`config.mk`:
```
export PLATFORM = sky130hd
export DESIGN_NAME = sodt_term_b
export DESIGN_NICKNAME = d
export VERILOG_FILES = /design/src/inc/sodt_pkg.sv /design/src/logic/sodt_cfg_nvm.sv /design/src/logic/sodt_term_b.sv
export SDC_FILE = /design/constraint.sdc
export NUM_CORES = 1
export LEC_CHECK = 0
export BUFFER_PORTS_ARGS = -buffer_cell sky130_fd_sc_hd__buf_4
export CORE_ASPECT_RATIO = 1.25
export CORE_MARGIN = 5
export CORE_UTILIZATION = 60
export CTS_CLUSTER_DIAMETER = 30
export CTS_CLUSTER_SIZE = 8
export DETAILED_ROUTE_END_ITERATION = 6
export PLACE_DENSITY = 0.92
export SLEW_MARGIN = 40
export SYNTH_ARGS = -nofsm -noshare
export SYNTH_HDL_FRONTEND = slang
export SYNTH_SLANG_ARGS = --single-unit
```
`constraint.sdc`:
```
create_clock -name mclk_in -period 8.19 [get_ports mclk_in]
set_input_delay 0.4095 -clock mclk_in [delete_from_list [all_inputs] [get_ports mclk_in]]
set_output_delay 0.4095 -clock mclk_in [all_outputs]
set_load 0.005 [all_outputs]
```
`src/inc/sodt_pkg.sv`:
```
// constants, types and register map of the second dependency term
// assumes one 100 MHz clock and an ahb-lite master reaching the map
//
// What this block does
// 27h bits 0-3 make output depend on monitors 1-4 primary fault
// 27h bits 4-5 cover monitors 5-6; four-input software writes 0
// 27h bits 6-7 make output depend on watchdogs 1 and 2
// 28h bits 0-3 make output depend on monitors 1-4 secondary fault
// 28h bits 4-5 cover secondary of monitors 5-6; four-input writes 0
// 28h bits 6-7 make output depend on logic inputs 1 and 2
// 29h bits 0-1 make output depend on logic inputs 3 and 4
// 29h bits 2-3 cover outputs 1-2, six-input only, else written 0
// 29h bits 4-7 cover outputs 3,4,6,7 or 1,2,4,5 by variant
// 3Bh bit 4 covers output eight, six-input only, else written 0
// 40h bit 4 set breaks the term while manual reset is low
// a mask bit of 0 makes the output ignore that signal
// output deasserts when either product term is 1
// this mask set drives only output five or output three
// term is 1 only when all masked signals are fault free
// each mask has a nonvolatile copy loaded into the working register
package sodt_pkg;

    localparam int          SODT_NUM_REGS    = 5;
    localparam int          SODT_SLOT_W      = 3;
    // register indices; byte address is four times the index
    localparam logic [15:0] SODT_IDX_PRIM_WD = 16'h0027;
    localparam logic [15:0] SODT_IDX_SEC_GPI = 16'h0028;
    localparam logic [15:0] SODT_IDX_GPI_OUT = 16'h0029;
    localparam logic [15:0] SODT_IDX_OUT8    = 16'h003b;
    localparam logic [15:0] SODT_IDX_MAN_RST = 16'h0040;
    localparam logic [15:0] SODT_IDX_NVM     = 16'h8000;
    localparam logic [15:0] SODT_IDX_CTRL    = 16'h0070;
    localparam logic [15:0] SODT_IDX_STAT    = 16'h0071;
    // field positions
    localparam int          SODT_WD_LSB      = 6;
    localparam int          SODT_GPI_LO_LSB  = 6;
    localparam int          SODT_OUT12_LSB   = 2;
    localparam int          SODT_OTH_LSB     = 4;
    localparam int          SODT_OUT8_BIT    = 4;
    localparam int          SODT_MAN_RST_BIT = 4;
    localparam int          SODT_RELOAD_BIT  = 0;
    localparam int          SODT_BUSY_BIT    = 0;
    localparam int          SODT_TERM_BIT    = 1;
    localparam int          SODT_OUTPUT_BIT  = 2;
    // which outputs 29h bits 4-7 select, per variant
    localparam int          SODT_MAP_SIX [4] = '{3, 4, 6, 7};
    localparam int          SODT_MAP_FOUR[4] = '{1, 2, 4, 5};
    localparam logic [7:0]  SODT_MASK_RST    = 8'h00;
    // load walk: one cycle per slot plus one for the first read
    localparam logic [2:0]  SODT_LOAD_LAST   = 3'h5;

    typedef enum logic {
        SODT_LOAD_IDLE = 1'b0,
        SODT_LOAD_RUN  = 1'b1
    } sodt_load_st_t;

    typedef struct packed {
        logic [5:0] prim;
        logic [5:0] sec;
        logic [1:0] wd;
        logic [3:0] gpi;
        logic       manual_reset_n;
    } sodt_pins_t;

    localparam sodt_pins_t SODT_PINS_RST = '{default: '0,
                                             manual_reset_n: 1'b1};

    typedef struct packed {
        logic        wr;
        logic        rd;
        logic [15:0] idx;
    } sodt_req_t;

endpackage

```
`src/logic/sodt_cfg_nvm.sv`:
```
// nonvolatile copy of the dependency masks, one word per slot
// assumes one clock; contents survive reset, read data are registered
`timescale 1ns/1ns
module sodt_cfg_nvm #(
    parameter int DEPTH = 5,
    parameter int WIDTH = 8,
    parameter int AW    = 3
) (
    // clock
    input  wire logic             mclk_in,
    // write port
    input  wire logic             wr_en_in,
    input  wire logic [AW-1:0]    wr_addr_in,
    input  wire logic [WIDTH-1:0] wr_data_in,
    // two read ports
    input  wire logic [AW-1:0]    rd_a_addr_in,
    output logic      [WIDTH-1:0] rd_a_data_out,
    input  wire logic [AW-1:0]    rd_b_addr_in,
    output logic      [WIDTH-1:0] rd_b_data_out
);

    // blank part comes up erased; reset leaves the contents alone
    logic [WIDTH-1:0] mem_q [DEPTH] = '{default: '0};

    always_ff @(posedge mclk_in)
    begin
        if (wr_en_in)
            mem_q[wr_addr_in] <= wr_data_in;
    end

    // write-first so a read right after a write sees the new word
    always_ff @(posedge mclk_in)
    begin
        if (wr_en_in && wr_addr_in == rd_a_addr_in)
            rd_a_data_out <= wr_data_in;
        else
            rd_a_data_out <= mem_q[rd_a_addr_in];
        if (wr_en_in && wr_addr_in == rd_b_addr_in)
            rd_b_data_out <= wr_data_in;
        else
            rd_b_data_out <= mem_q[rd_b_addr_in];
    end

endmodule // sodt_cfg_nvm

```
`src/logic/sodt_term_b.sv`:
```
// second dependency product term of one sequencing output
// assumes ahb-lite master with one slave, fault pins asynchronous
`timescale 1ns/1ns
module sodt_term_b
    import sodt_pkg::*;
#(
    parameter bit SIX_INPUT = 1'b1
) (
    // clock and reset
    input  wire logic              mclk_in,
    input  wire logic              sys_rst_in,
    // ahb-lite slave
    input  wire logic              hsel_in,
    input  wire logic [17:0]       haddr_in,
    input  wire logic [1:0]        htrans_in,
    input  wire logic              hwrite_in,
    input  wire logic [2:0]        hsize_in,
    input  wire logic              hready_in,
    input  wire logic [31:0]       hwdata_in,
    output logic      [31:0]       hrdata_out,
    output logic                   hreadyout_out,
    output logic                   hresp_out,
    // fault and logic pins, asynchronous
    input  wire sodt_pkg::sodt_pins_t pins_in,
    // other programmable outputs and first term, same clock
    input  wire logic [8:1]        seq_outputs_in,
    input  wire logic              term_a_in,
    // result
    output logic                   term_b_out,
    output logic                   seq_output_five_out
);

    import sodt_pkg::*;

    function automatic logic [3:0] slot_of(input logic [15:0] idx);
        case (idx)
            SODT_IDX_PRIM_WD: slot_of = 4'h8;
            SODT_IDX_SEC_GPI: slot_of = 4'h9;
            SODT_IDX_GPI_OUT: slot_of = 4'ha;
            SODT_IDX_OUT8:    slot_of = 4'hb;
            SODT_IDX_MAN_RST: slot_of = 4'hc;
            default:          slot_of = 4'h0;
        endcase
    endfunction

    sodt_pins_t       pins_s1_q;
    sodt_pins_t       pins_s2_q;
    sodt_req_t        req_q;
    sodt_load_st_t    load_st_q;
    logic [2:0]       load_cnt_q;
    logic [7:0]       work_q [SODT_NUM_REGS];
    logic [31:0]      rd_q;
    logic [31:0]      rd_d;
    logic             rd_nvm_q;
    logic             term_b_q;
    logic             out_q;
    logic             take;
    logic [15:0]      a_idx;
    logic [3:0]       a_work;
    logic [3:0]       a_nvm;
    logic [3:0]       d_work;
    logic [3:0]       d_nvm;
    logic             wr_work;
    logic             wr_nvm;
    logic             reload;
    logic             load_busy;
    logic             load_wr;
    logic [7:0]       nvm_rd_a;
    logic [7:0]       nvm_rd_b;
    logic [3:0]       oth;
    logic             fault_hit;
    logic             term_b;

    // pins pass two flops before any use
    always_ff @(posedge mclk_in or posedge sys_rst_in)
    begin
        if (sys_rst_in)
        begin
            pins_s1_q <= SODT_PINS_RST;
            pins_s2_q <= SODT_PINS_RST;
        end
        else
        begin
            pins_s1_q <= pins_in;
            pins_s2_q <= pins_s1_q;
        end
    end

    // bus address phase
    assign take   = hsel_in && hready_in && htrans_in[1];
    assign a_idx  = haddr_in[17:2];
    assign a_work = slot_of(a_idx);
    assign a_nvm  = a_idx[15] ? slot_of(a_idx - SODT_IDX_NVM) : 4'h0;
    assign d_work = slot_of(req_q.idx);
    assign d_nvm  = req_q.idx[15] ? slot_of(req_q.idx - SODT_IDX_NVM)
                                  : 4'h0;
    assign wr_work = req_q.wr && d_work[3];
    assign wr_nvm  = req_q.wr && d_nvm[3];
    assign reload  = req_q.wr && req_q.idx == SODT_IDX_CTRL
                     && hwdata_in[SODT_RELOAD_BIT];

    always_ff @(posedge mclk_in or posedge sys_rst_in)
    begin
        if (sys_rst_in)
            req_q <= '0;
        else if (hready_in)
        begin
            req_q.wr  <= take && hwrite_in;
            req_q.rd  <= take && !hwrite_in;
            req_q.idx <= a_idx;
        end
    end

    // read data are fetched in the address phase
    always_comb
    begin
        rd_d = '0;
        if (a_work[3])
        begin
            if (wr_work && req_q.idx == a_idx)
                rd_d[7:0] = hwdata_in[7:0];
            else
                rd_d[7:0] = work_q[a_work[2:0]];
        end
        else if (a_idx == SODT_IDX_STAT)
        begin
            rd_d[SODT_BUSY_BIT]   = load_busy;
            rd_d[SODT_TERM_BIT]   = term_b_q;
            rd_d[SODT_OUTPUT_BIT] = out_q;
        end
    end

    always_ff @(posedge mclk_in or posedge sys_rst_in)
    begin
        if (sys_rst_in)
        begin
            rd_q     <= '0;
            rd_nvm_q <= 1'b0;
        end
        else if (take && !hwrite_in)
        begin
            rd_q     <= rd_d;
            rd_nvm_q <= a_nvm[3];
        end
    end

    assign hrdata_out    = rd_nvm_q ? {24'h000000, nvm_rd_b} : rd_q;
    assign hreadyout_out = 1'b1;
    assign hresp_out     = 1'b0;

    sodt_cfg_nvm #(
        .DEPTH (SODT_NUM_REGS),
        .WIDTH (8),
        .AW    (SODT_SLOT_W)
    ) u_nvm (
        .mclk_in       (mclk_in),
        .wr_en_in      (wr_nvm),
        .wr_addr_in    (d_nvm[2:0]),
        .wr_data_in    (hwdata_in[7:0]),
        .rd_a_addr_in  (load_cnt_q),
        .rd_a_data_out (nvm_rd_a),
        .rd_b_addr_in  (a_nvm[2:0]),
        .rd_b_data_out (nvm_rd_b)
    );

    // walk every slot from the copy into the working registers
    assign load_busy = load_st_q == SODT_LOAD_RUN;
    assign load_wr   = load_busy && load_cnt_q != 3'h0;

    always_ff @(posedge mclk_in or posedge sys_rst_in)
    begin
        if (sys_rst_in)
        begin
            load_st_q  <= SODT_LOAD_RUN;
            load_cnt_q <= 3'h0;
        end
        else
        begin
            case (load_st_q)
                SODT_LOAD_IDLE:
                begin
                    load_cnt_q <= 3'h0;
                    if (reload)
                        load_st_q <= SODT_LOAD_RUN;
                end
                SODT_LOAD_RUN:
                begin
                    if (load_cnt_q == SODT_LOAD_LAST)
                    begin
                        load_st_q  <= SODT_LOAD_IDLE;
                        load_cnt_q <= 3'h0;
                    end
                    else
                        load_cnt_q <= load_cnt_q + 3'h1;
                end
                default:
                begin
                    load_st_q  <= SODT_LOAD_IDLE;
                    load_cnt_q <= 3'h0;
                end
            endcase
        end
    end

    // working masks; a bus write wins over the load walk
    always_ff @(posedge mclk_in or posedge sys_rst_in)
    begin
        if (sys_rst_in)
        begin
            for (int i = 0; i < SODT_NUM_REGS; i++)
                work_q[i] <= SODT_MASK_RST;
        end
        else
        begin
            for (int i = 0; i < SODT_NUM_REGS; i++)
            begin
                if (wr_work && d_work[2:0] == i[2:0])
                    work_q[i] <= hwdata_in[7:0];
                else if (load_wr && load_cnt_q - 3'h1 == i[2:0])
                    work_q[i] <= nvm_rd_a;
            end
        end
    end

    // 29h bits 4-7 pick other outputs by variant
    genvar g;
    generate
        for (g = 0; g < 4; g++)
        begin : g_oth
            assign oth[g] = SIX_INPUT ? seq_outputs_in[SODT_MAP_SIX[g]]
                                      : seq_outputs_in[SODT_MAP_FOUR[g]];
        end
    endgenerate

    // any masked signal in fault breaks the term
    always_comb
    begin
        fault_hit = 1'b0;
        fault_hit |= |(work_q[0][5:0] & pins_s2_q.prim);
        fault_hit |= |(work_q[0][7:SODT_WD_LSB] & pins_s2_q.wd);
        fault_hit |= |(work_q[1][5:0] & pins_s2_q.sec);
        fault_hit |= |(work_q[1][7:SODT_GPI_LO_LSB]
                       & pins_s2_q.gpi[1:0]);
        fault_hit |= |(work_q[2][1:0] & pins_s2_q.gpi[3:2]);
        fault_hit |= |(work_q[2][3:SODT_OUT12_LSB]
                       & seq_outputs_in[2:1]);
        fault_hit |= |(work_q[2][7:SODT_OTH_LSB] & oth);
        fault_hit |= work_q[3][SODT_OUT8_BIT] && seq_outputs_in[8];
        fault_hit |= work_q[4][SODT_MAN_RST_BIT]
                     && !pins_s2_q.manual_reset_n;
    end

    // zero mask bits drop out of the product
    assign term_b = !fault_hit;

    // held asserted until the masks are loaded
    always_ff @(posedge mclk_in or posedge sys_rst_in)
    begin
        if (sys_rst_in)
        begin
            term_b_q <= 1'b0;
            out_q    <= 1'b1;
        end
        else
        begin
            term_b_q <= term_b;
            out_q    <= load_busy || !(term_a_in || term_b);
        end
    end

    assign term_b_out          = term_b_q;
    assign seq_output_five_out = out_q;
endmodule // sodt_term_b

```
Word level (Yosys, flattened, before mapping) --
Memory sizes are Yosys's and may differ from the RTL's. A register that Yosys moved wholly into a read port is not among the register bits. Cells that the tools add are included.
Word-level totals: flip-flop bits (word level) 110, bits in writable memories 40, input bits 88, output and inout bits 36, logic and storage cells 152, memories kept 1
Cells by class: add/subtract/negate cells 4, order comparisons 1, eq/ne operators 32, multiplexer cells 31, bitwise logic cells 17, reductions and logical operators 43
Memories:
- u_nvm.mem_q | words 5, bits a word 8, rd ports 2, clocked after Yosys merged registers in 2, wr ports 1, line sodt_cfg_nvm.sv:23 | logic [WIDTH-1:0] mem_q [DEPTH] = '{default: '0};
Operators with widths (number):
- $eq A16 B6 Y1 const B | 16
- $mux W8 | 14
- $eq A16 B7 Y1 const B | 6
- $pmux W4 S5 | 4
- $sub A16 B16 Y16 const B | 2
- $bmux W8 S3 | 1
- $logic_and A1 B1 Y1 | 22
- $eq A16 B16 Y1 | 1
- $and A6 B6 Y6 | 2
- $eq A3 B2 Y1 const B | 4
- $reduce_or A6 Y1 | 2
- $reduce_bool A2 Y1 | 5
- $eq A3 B3 Y1 const B | 3
- $mux W3 | 3
- $and A2 B2 Y2 | 4
- $mux W4 | 2
- $or A1 B1 Y1 | 8
- $reduce_or A2 Y1 | 4
- $eq A3 B1 Y1 const B | 2
- $logic_not A3 Y1 | 2
- $pmux W3 S2 | 1
- $mux W5 | 1
- $and A4 B4 Y4 | 1
- $ge A4 B4 Y1 const B | 1
- 10 further kinds | 17

Longest topological paths before layout --
word-level depth 14, depth in mapped cells 9, gate-level depth less buffers 7

Cells and area by module --
A second synthesis with hierarchy kept.
Unflattened totals: cell total of the unflattened synthesis 678, area, all modules 7661.1 µm²
Modules (own cells, without submodules):
- sodt_term_b | times used 1, cells each 542, area each 5614.1 µm², seq. area each 2757.6 µm²
- sodt_cfg_nvm | times used 1, cells each 136, area each 2047.0 µm², seq. area each 1321.3 µm²

Least setup slack after synthesis --
No wires, ideal clock.
kind register -> register, start register load_cnt_q[0], end register work_q[0] (netlist name), library setup time 125 ps, data arrival time 2099 ps, required time 8065 ps, slack 5966 ps, stages on the path, launching flop included 8, buffers on the path 2, clock period less this slack 2224 ps, cell sequence dfrtp_1 -> clkbuf_1 -> nor2_1 -> ha_1 -> nor3b_1 -> clkbuf_1 -> a21oi_1 -> mux2_2
Between the ends: word-level cells in the longest chain between the ends 4, elaborated cells on any way between the ends 6, classes of those cells 1 x add/sub; 1 x eq/ne; 4 x reduce/logical
Ends and longest elaborated chain:
- start, declared | line sodt_term_b.sv:50 | logic [2:0] load_cnt_q;
- start signal, assigned | line sodt_term_b.sv:194 | load_cnt_q <= load_cnt_q + 3'h1;
- $sub A3 B1 Y3 / $reduce_bool A3 Y1 (equally long branches) | line sodt_term_b.sv:219, sodt_term_b.sv:168
- $eq A3 B3 Y1 / $logic_and A1 B1 Y1 (equally long branches) | line sodt_term_b.sv:219, sodt_term_b.sv:168
- $logic_and A1 B1 Y1 (*) | line sodt_term_b.sv:219 | else if (load_wr && load_cnt_q - 3'h1 == i[2:0])
- $reduce_bool A2 Y1 (no source line) (*)
- end signal, assigned by index | line sodt_term_b.sv:218 | work_q[i] <= hwdata_in[7:0];
- end signal, assigned by index | line sodt_term_b.sv:220 | work_q[i] <= nvm_rd_a;
- end, declared | line sodt_term_b.sv:51 | logic [7:0] work_q [SODT_NUM_REGS];
Every way passes the cells marked *; elsewhere a longest branch is shown, timed or not. A chain may end at the register's enable or synchronous reset.

Final worst setup path --
start register req_q[1] (netlist name), end memory u_nvm.mem_q[2][6] (enable)
Between the ends: word-level cells in the longest chain between the ends 7, elaborated cells on any way between the ends 11, classes of those cells 1 x add/sub; 5 x eq/ne; 4 x mux; 1 x reduce/logical
Ends and longest elaborated chain:
- start, declared | line sodt_term_b.sv:48 | sodt_req_t req_q;
- $sub A16 B16 Y16 (*) | line sodt_term_b.sv:95 | assign d_nvm = req_q.idx[15] ? slot_of(req_q.idx - SODT_IDX_NVM)
- $eq A16 B7 Y1 / $eq A16 B6 Y1 (equally long branches) | line sodt_term_b.sv:36 | case (idx)
- $pmux W4 S5 (*) | line sodt_term_b.sv:36
- $mux W4 (*) | line sodt_term_b.sv:95
- $logic_and A1 B1 Y1 | line sodt_term_b.sv:98 | assign wr_nvm = req_q.wr && d_nvm[3];
- $mux W1 | line sodt_cfg_nvm.sv:27 | if (wr_en_in)
- $mux W1 (implied by the code) | line sodt_cfg_nvm.sv:28 | mem_q[wr_addr_in] <= wr_data_in;
- end, declared | line sodt_cfg_nvm.sv:23
Marked as above.

==> out/qor.yml <==
outcome: "completed"
chipWidth_microns: 109.8
worstSkewPairLatency_ns: 0.43
critPathLaunch: "req_q[1]$_DFFE_PP0P_"
ys_top_cells_by_count: "106 x sky130_fd_sc_hd__dfrtp_1, 64 x sky130_fd_sc_hd__nor2_1, 57 x sky130_fd_sc_hd__a21oi_1"
post_synth_instance_area_sq_mm: 0.007470
synthToLayoutAreaGrowth_pct: 14.20
placement.setup.worst_slack_ns: 5.328
total_neg_setup_slack_ns: 0
worst_slew_pin_slew_ns: 0.8689
synth_largest_area_cell: "sky130_fd_sc_hd__dfrtp_1"
holdCritPathClass: "input port to flip-flop"
globalRouteTotalUtil: 0.2548
cts_root_buffer: "sky130_fd_sc_hd__clkbuf_16"
final.setup.worst_slack_ns: 5.395
detailedRoute.firstIterationViolations: 784
final-max-slew-violation-count: 0
dpl.hpwl_microns: 12430
timing.final.crit_period_ns: 2.795
synth_largest_type_area_fraction: 0.3551
drt_drc_violations_left: 0
powerDensity_mw_per_mm2: 200.4
final.fill_count: 786
hold_path.startpoint: "pins_in[14]"
synth_enable_flop_cells: 40
worst_ir_drop_vdd_mv: 0.1719
std_cell_rows: 45
cts_made_buffers: 17
clock_tree_from_tritoncts: "done"
maxClockFrequency_mhz: 357.7
yosys_warnings: 0
cts_num_sinks: 156
critical_path_peak_fanout: 8
final_hold_viol_count: 0
ffs_w_async_s_r_synth: 0.7051
postSynthAreaPerCell_sq_um: 11.17
cts-resized-gates: 0
critical_path.reg2reg.endpoint: "u_nvm.mem_q[2][6]$_DFFE_PP_"
count_of_cell_types_in_the_netlist: 68
avgRoutedWirePerCell_microns: 20.26
clk_pin_slew_worst_paths_ns: 0.06
rsz_0062_raised_after_global_routing: "false"
critPathArrivalTime_ns: 2.85
setup.worst_path.end_class: "flip-flop"
placeableCoreArea_sq_mm: 0.01216
cellLeakagePower_nw: 3.256
seq_power_share: 0.488
synth_seq_cells: 156
drive_gt1_frac: 0.2292
final_gp_congestion: 0.9160
cell_internal_pwr_mw: 1.321
max-cap-violations: 0
globalRoute.totalOverflow: 0
vias: 5643
clock_tree.buffer_depth: 2
initial_core_util: 0.6142
power_frac_comb: 0.057
netlist_top_cells_area: "sky130_fd_sc_hd__dfrtp_1 36%, sky130_fd_sc_hd__edfxtp_1 16%, sky130_fd_sc_hd__mux4_2 4.8%"
num_io_pins: 124
p_clk_frac: 0.454
critPathKind: "flip-flop to flip-flop"
hold_buffers: 1
worst_r2r_startpoint: "req_q[1]$_DFFE_PP0P_"
die-area_sq_mm: 0.01479
port_buffers: 66
die-height_microns: 134.7
regToRegSetupSlack_ns: 5.39
htreeDepth: 4
pin_count_of_the_biggest_net_entering_global_routing: 92
setup.worst_path.end: "u_nvm.mem_q[2][6]$_DFFE_PP_"
ys.flop_type: "sky130_fd_sc_hd__dfrtp_1"
max_slew_margin: 0.4126
finalPower_mw: 1.710
yosys.cell_count.top_type: "sky130_fd_sc_hd__dfrtp_1"
finish.net_count: 809
grt_first_pass_wirelength_microns: 28860
finalClockSkew_ns: 0.01149
first_global_vias: 5644
route.detailed.vias_per_inst: 6.291
period_share: 0.3413
wl_microns: 18180
worst-r2r-cell-count: 5
antenna_diode_count: 0
cp-start-kind: "flip-flop"
grt_antenna_before_repair: 0
netSwitchingFraction: 0.2273
post_cts_setup_buffer_count: 0
netSwitchingPower_mw: 0.3886
seq_area_frac_synth: 0.5461
postRouteAntennaNets: 0
timing.final.setup_violations: 0
netlist_instances: 669
detailedRoute.firstPassIterationCount: 6
worst_ep_required_time_ns: 8.25
-- cells in the final DEF (no fill, tap or decap), types with 5 or more instances in the layout --
master                      instances
sky130_fd_sc_hd__dfrtp_1          106
sky130_fd_sc_hd__buf_4             68
sky130_fd_sc_hd__nor2_1            61
sky130_fd_sc_hd__a21oi_1           57
sky130_fd_sc_hd__nand2_1           51
sky130_fd_sc_hd__o21ai_0           51
sky130_fd_sc_hd__edfxtp_1          40
sky130_fd_sc_hd__conb_1            26
sky130_fd_sc_hd__mux2_2            25
sky130_fd_sc_hd__nand3_1           23
sky130_fd_sc_hd__mux2i_1           18
sky130_fd_sc_hd__xnor2_1           18
sky130_fd_sc_hd__clkbuf_16         17
sky130_fd_sc_hd__mux4_2            16
sky130_fd_sc_hd__nand4_1           13
sky130_fd_sc_hd__a22oi_1           12
sky130_fd_sc_hd__nor3_1             7
sky130_fd_sc_hd__nor4_1             7
sky130_fd_sc_hd__and2_1             6
sky130_fd_sc_hd__dfxtp_1            6
sky130_fd_sc_hd__nor3b_1            5
sky130_fd_sc_hd__inv_1              5
-- worst max-delay path: stages (launching register included) --
cell and delay (ns):
sky130_fd_sc_hd__dfrtp_1 0.48, sky130_fd_sc_hd__nor4_1 0.57, sky130_fd_sc_hd__nand3_1 0.31, sky130_fd_sc_hd__nand2_1 0.14
sky130_fd_sc_hd__nand4_1 0.23, sky130_fd_sc_hd__nor2_1 0.69
-- per-stage QoR --
stage | area (sq um) | hold slack, ns | utilization | std cells
6_report | 8531 | 0.08427 | 0.7014 | 897
5_1_grt | 8531 | 0.06710 | 0.7014 | 897
4_1_cts | 8514 | 0.07476 | 0.7001 | 897
3_5_place_dp | 7923 | 0.3347 | 0.6514 | 864
3_3_place_gp | 7895 | 0.3314 | 0.6492 | 863
2_1_floorplan | 7560 | 0.3312 | - | 693
-- metal layers --
metal	vias up	share of wire	wire length [microns]	GRT usage
met5	-	0	0	0
met4	0	0.037	673	0.1310
met3	80	0.092	1667	0.05930
met2	389	0.50	9017	0.4052
met1	2688	0.38	6817	0.3246
li1	2486	-	-	-
-- cells by family (layout without fill, tap and decap cells) --
family,after synthesis,after routing,synth area share
flip-flops,156,156,0.5461
multiplexers,59,59,0.1101
XOR/XNOR,18,18,0.02111
adder cells (fa/ha/maj),1,1,0.001675
other,2,26,0.001005
buffers and inverters,69,109,0.05528
AND/OR/NAND/NOR,214,214,0.1477
AO/OA/AOI/OAI,150,150,0.1171
-- how the worst min path moves through the flow --
| stage | depth (start not counted) | end | slack, ns |
|---|---|---|---|
| after CTS | 1 | pins_s1_q[14]$_DFF_PP0_ | 0.07 |
| after floorplan | 0 | pins_s2_q[10]$_DFF_PP0_ | 0.33 |
| after detailed placement | 0 | pins_s2_q[18]$_DFF_PP0_ | 0.33 |
| after global routing | 1 | pins_s1_q[0]$_DFF_PP1_ | 0.07 |
| after global placement | 0 | pins_s2_q[1]$_DFF_PP0_ | 0.33 |
| final | 1 | pins_s1_q[14]$_DFF_PP0_ | 0.08 |
-- state kept, by name, summed over array words and instances, names as in the netlist, 3 cells and up, named ones only --
signal,cells
load_cnt_q,3
pins_s1_q,19
rd_q,8
work_q,40
pins_s2_q,19
u_nvm.mem_q,40
req_q,17
-- layout make-up --
cell class	count	area, sq um	area share
Sequential cell	156	4079	0.4781
Multi-Input combinational cell	468	3100	0.3634
Timing Repair Buffer	71	539.3	0.06322
Clock buffer	19	442.9	0.05192
Tap cell	164	205.2	0.02405
Clock inverter	13	138.9	0.01628
Inverter	6	25.02	0.002933
-- power by group through the flow --
| stage | clock network (mW) | registers (mW) | logic, mW |
|---|---|---|---|
| 6_report | 0.777 | 0.835 | 0.0977 |
| 5_1_grt | 0.816 | 0.837 | 0.106 |
| 4_1_cts | 0.780 | 0.834 | 0.0964 |
| 3_3_place_gp | 0 | 0.847 | 0.0899 |
| 3_5_place_dp | 0 | 0.849 | 0.0944 |
| 2_1_floorplan | 0 | 0.842 | 0.0658 |
(Power assumes the default switching activity.)
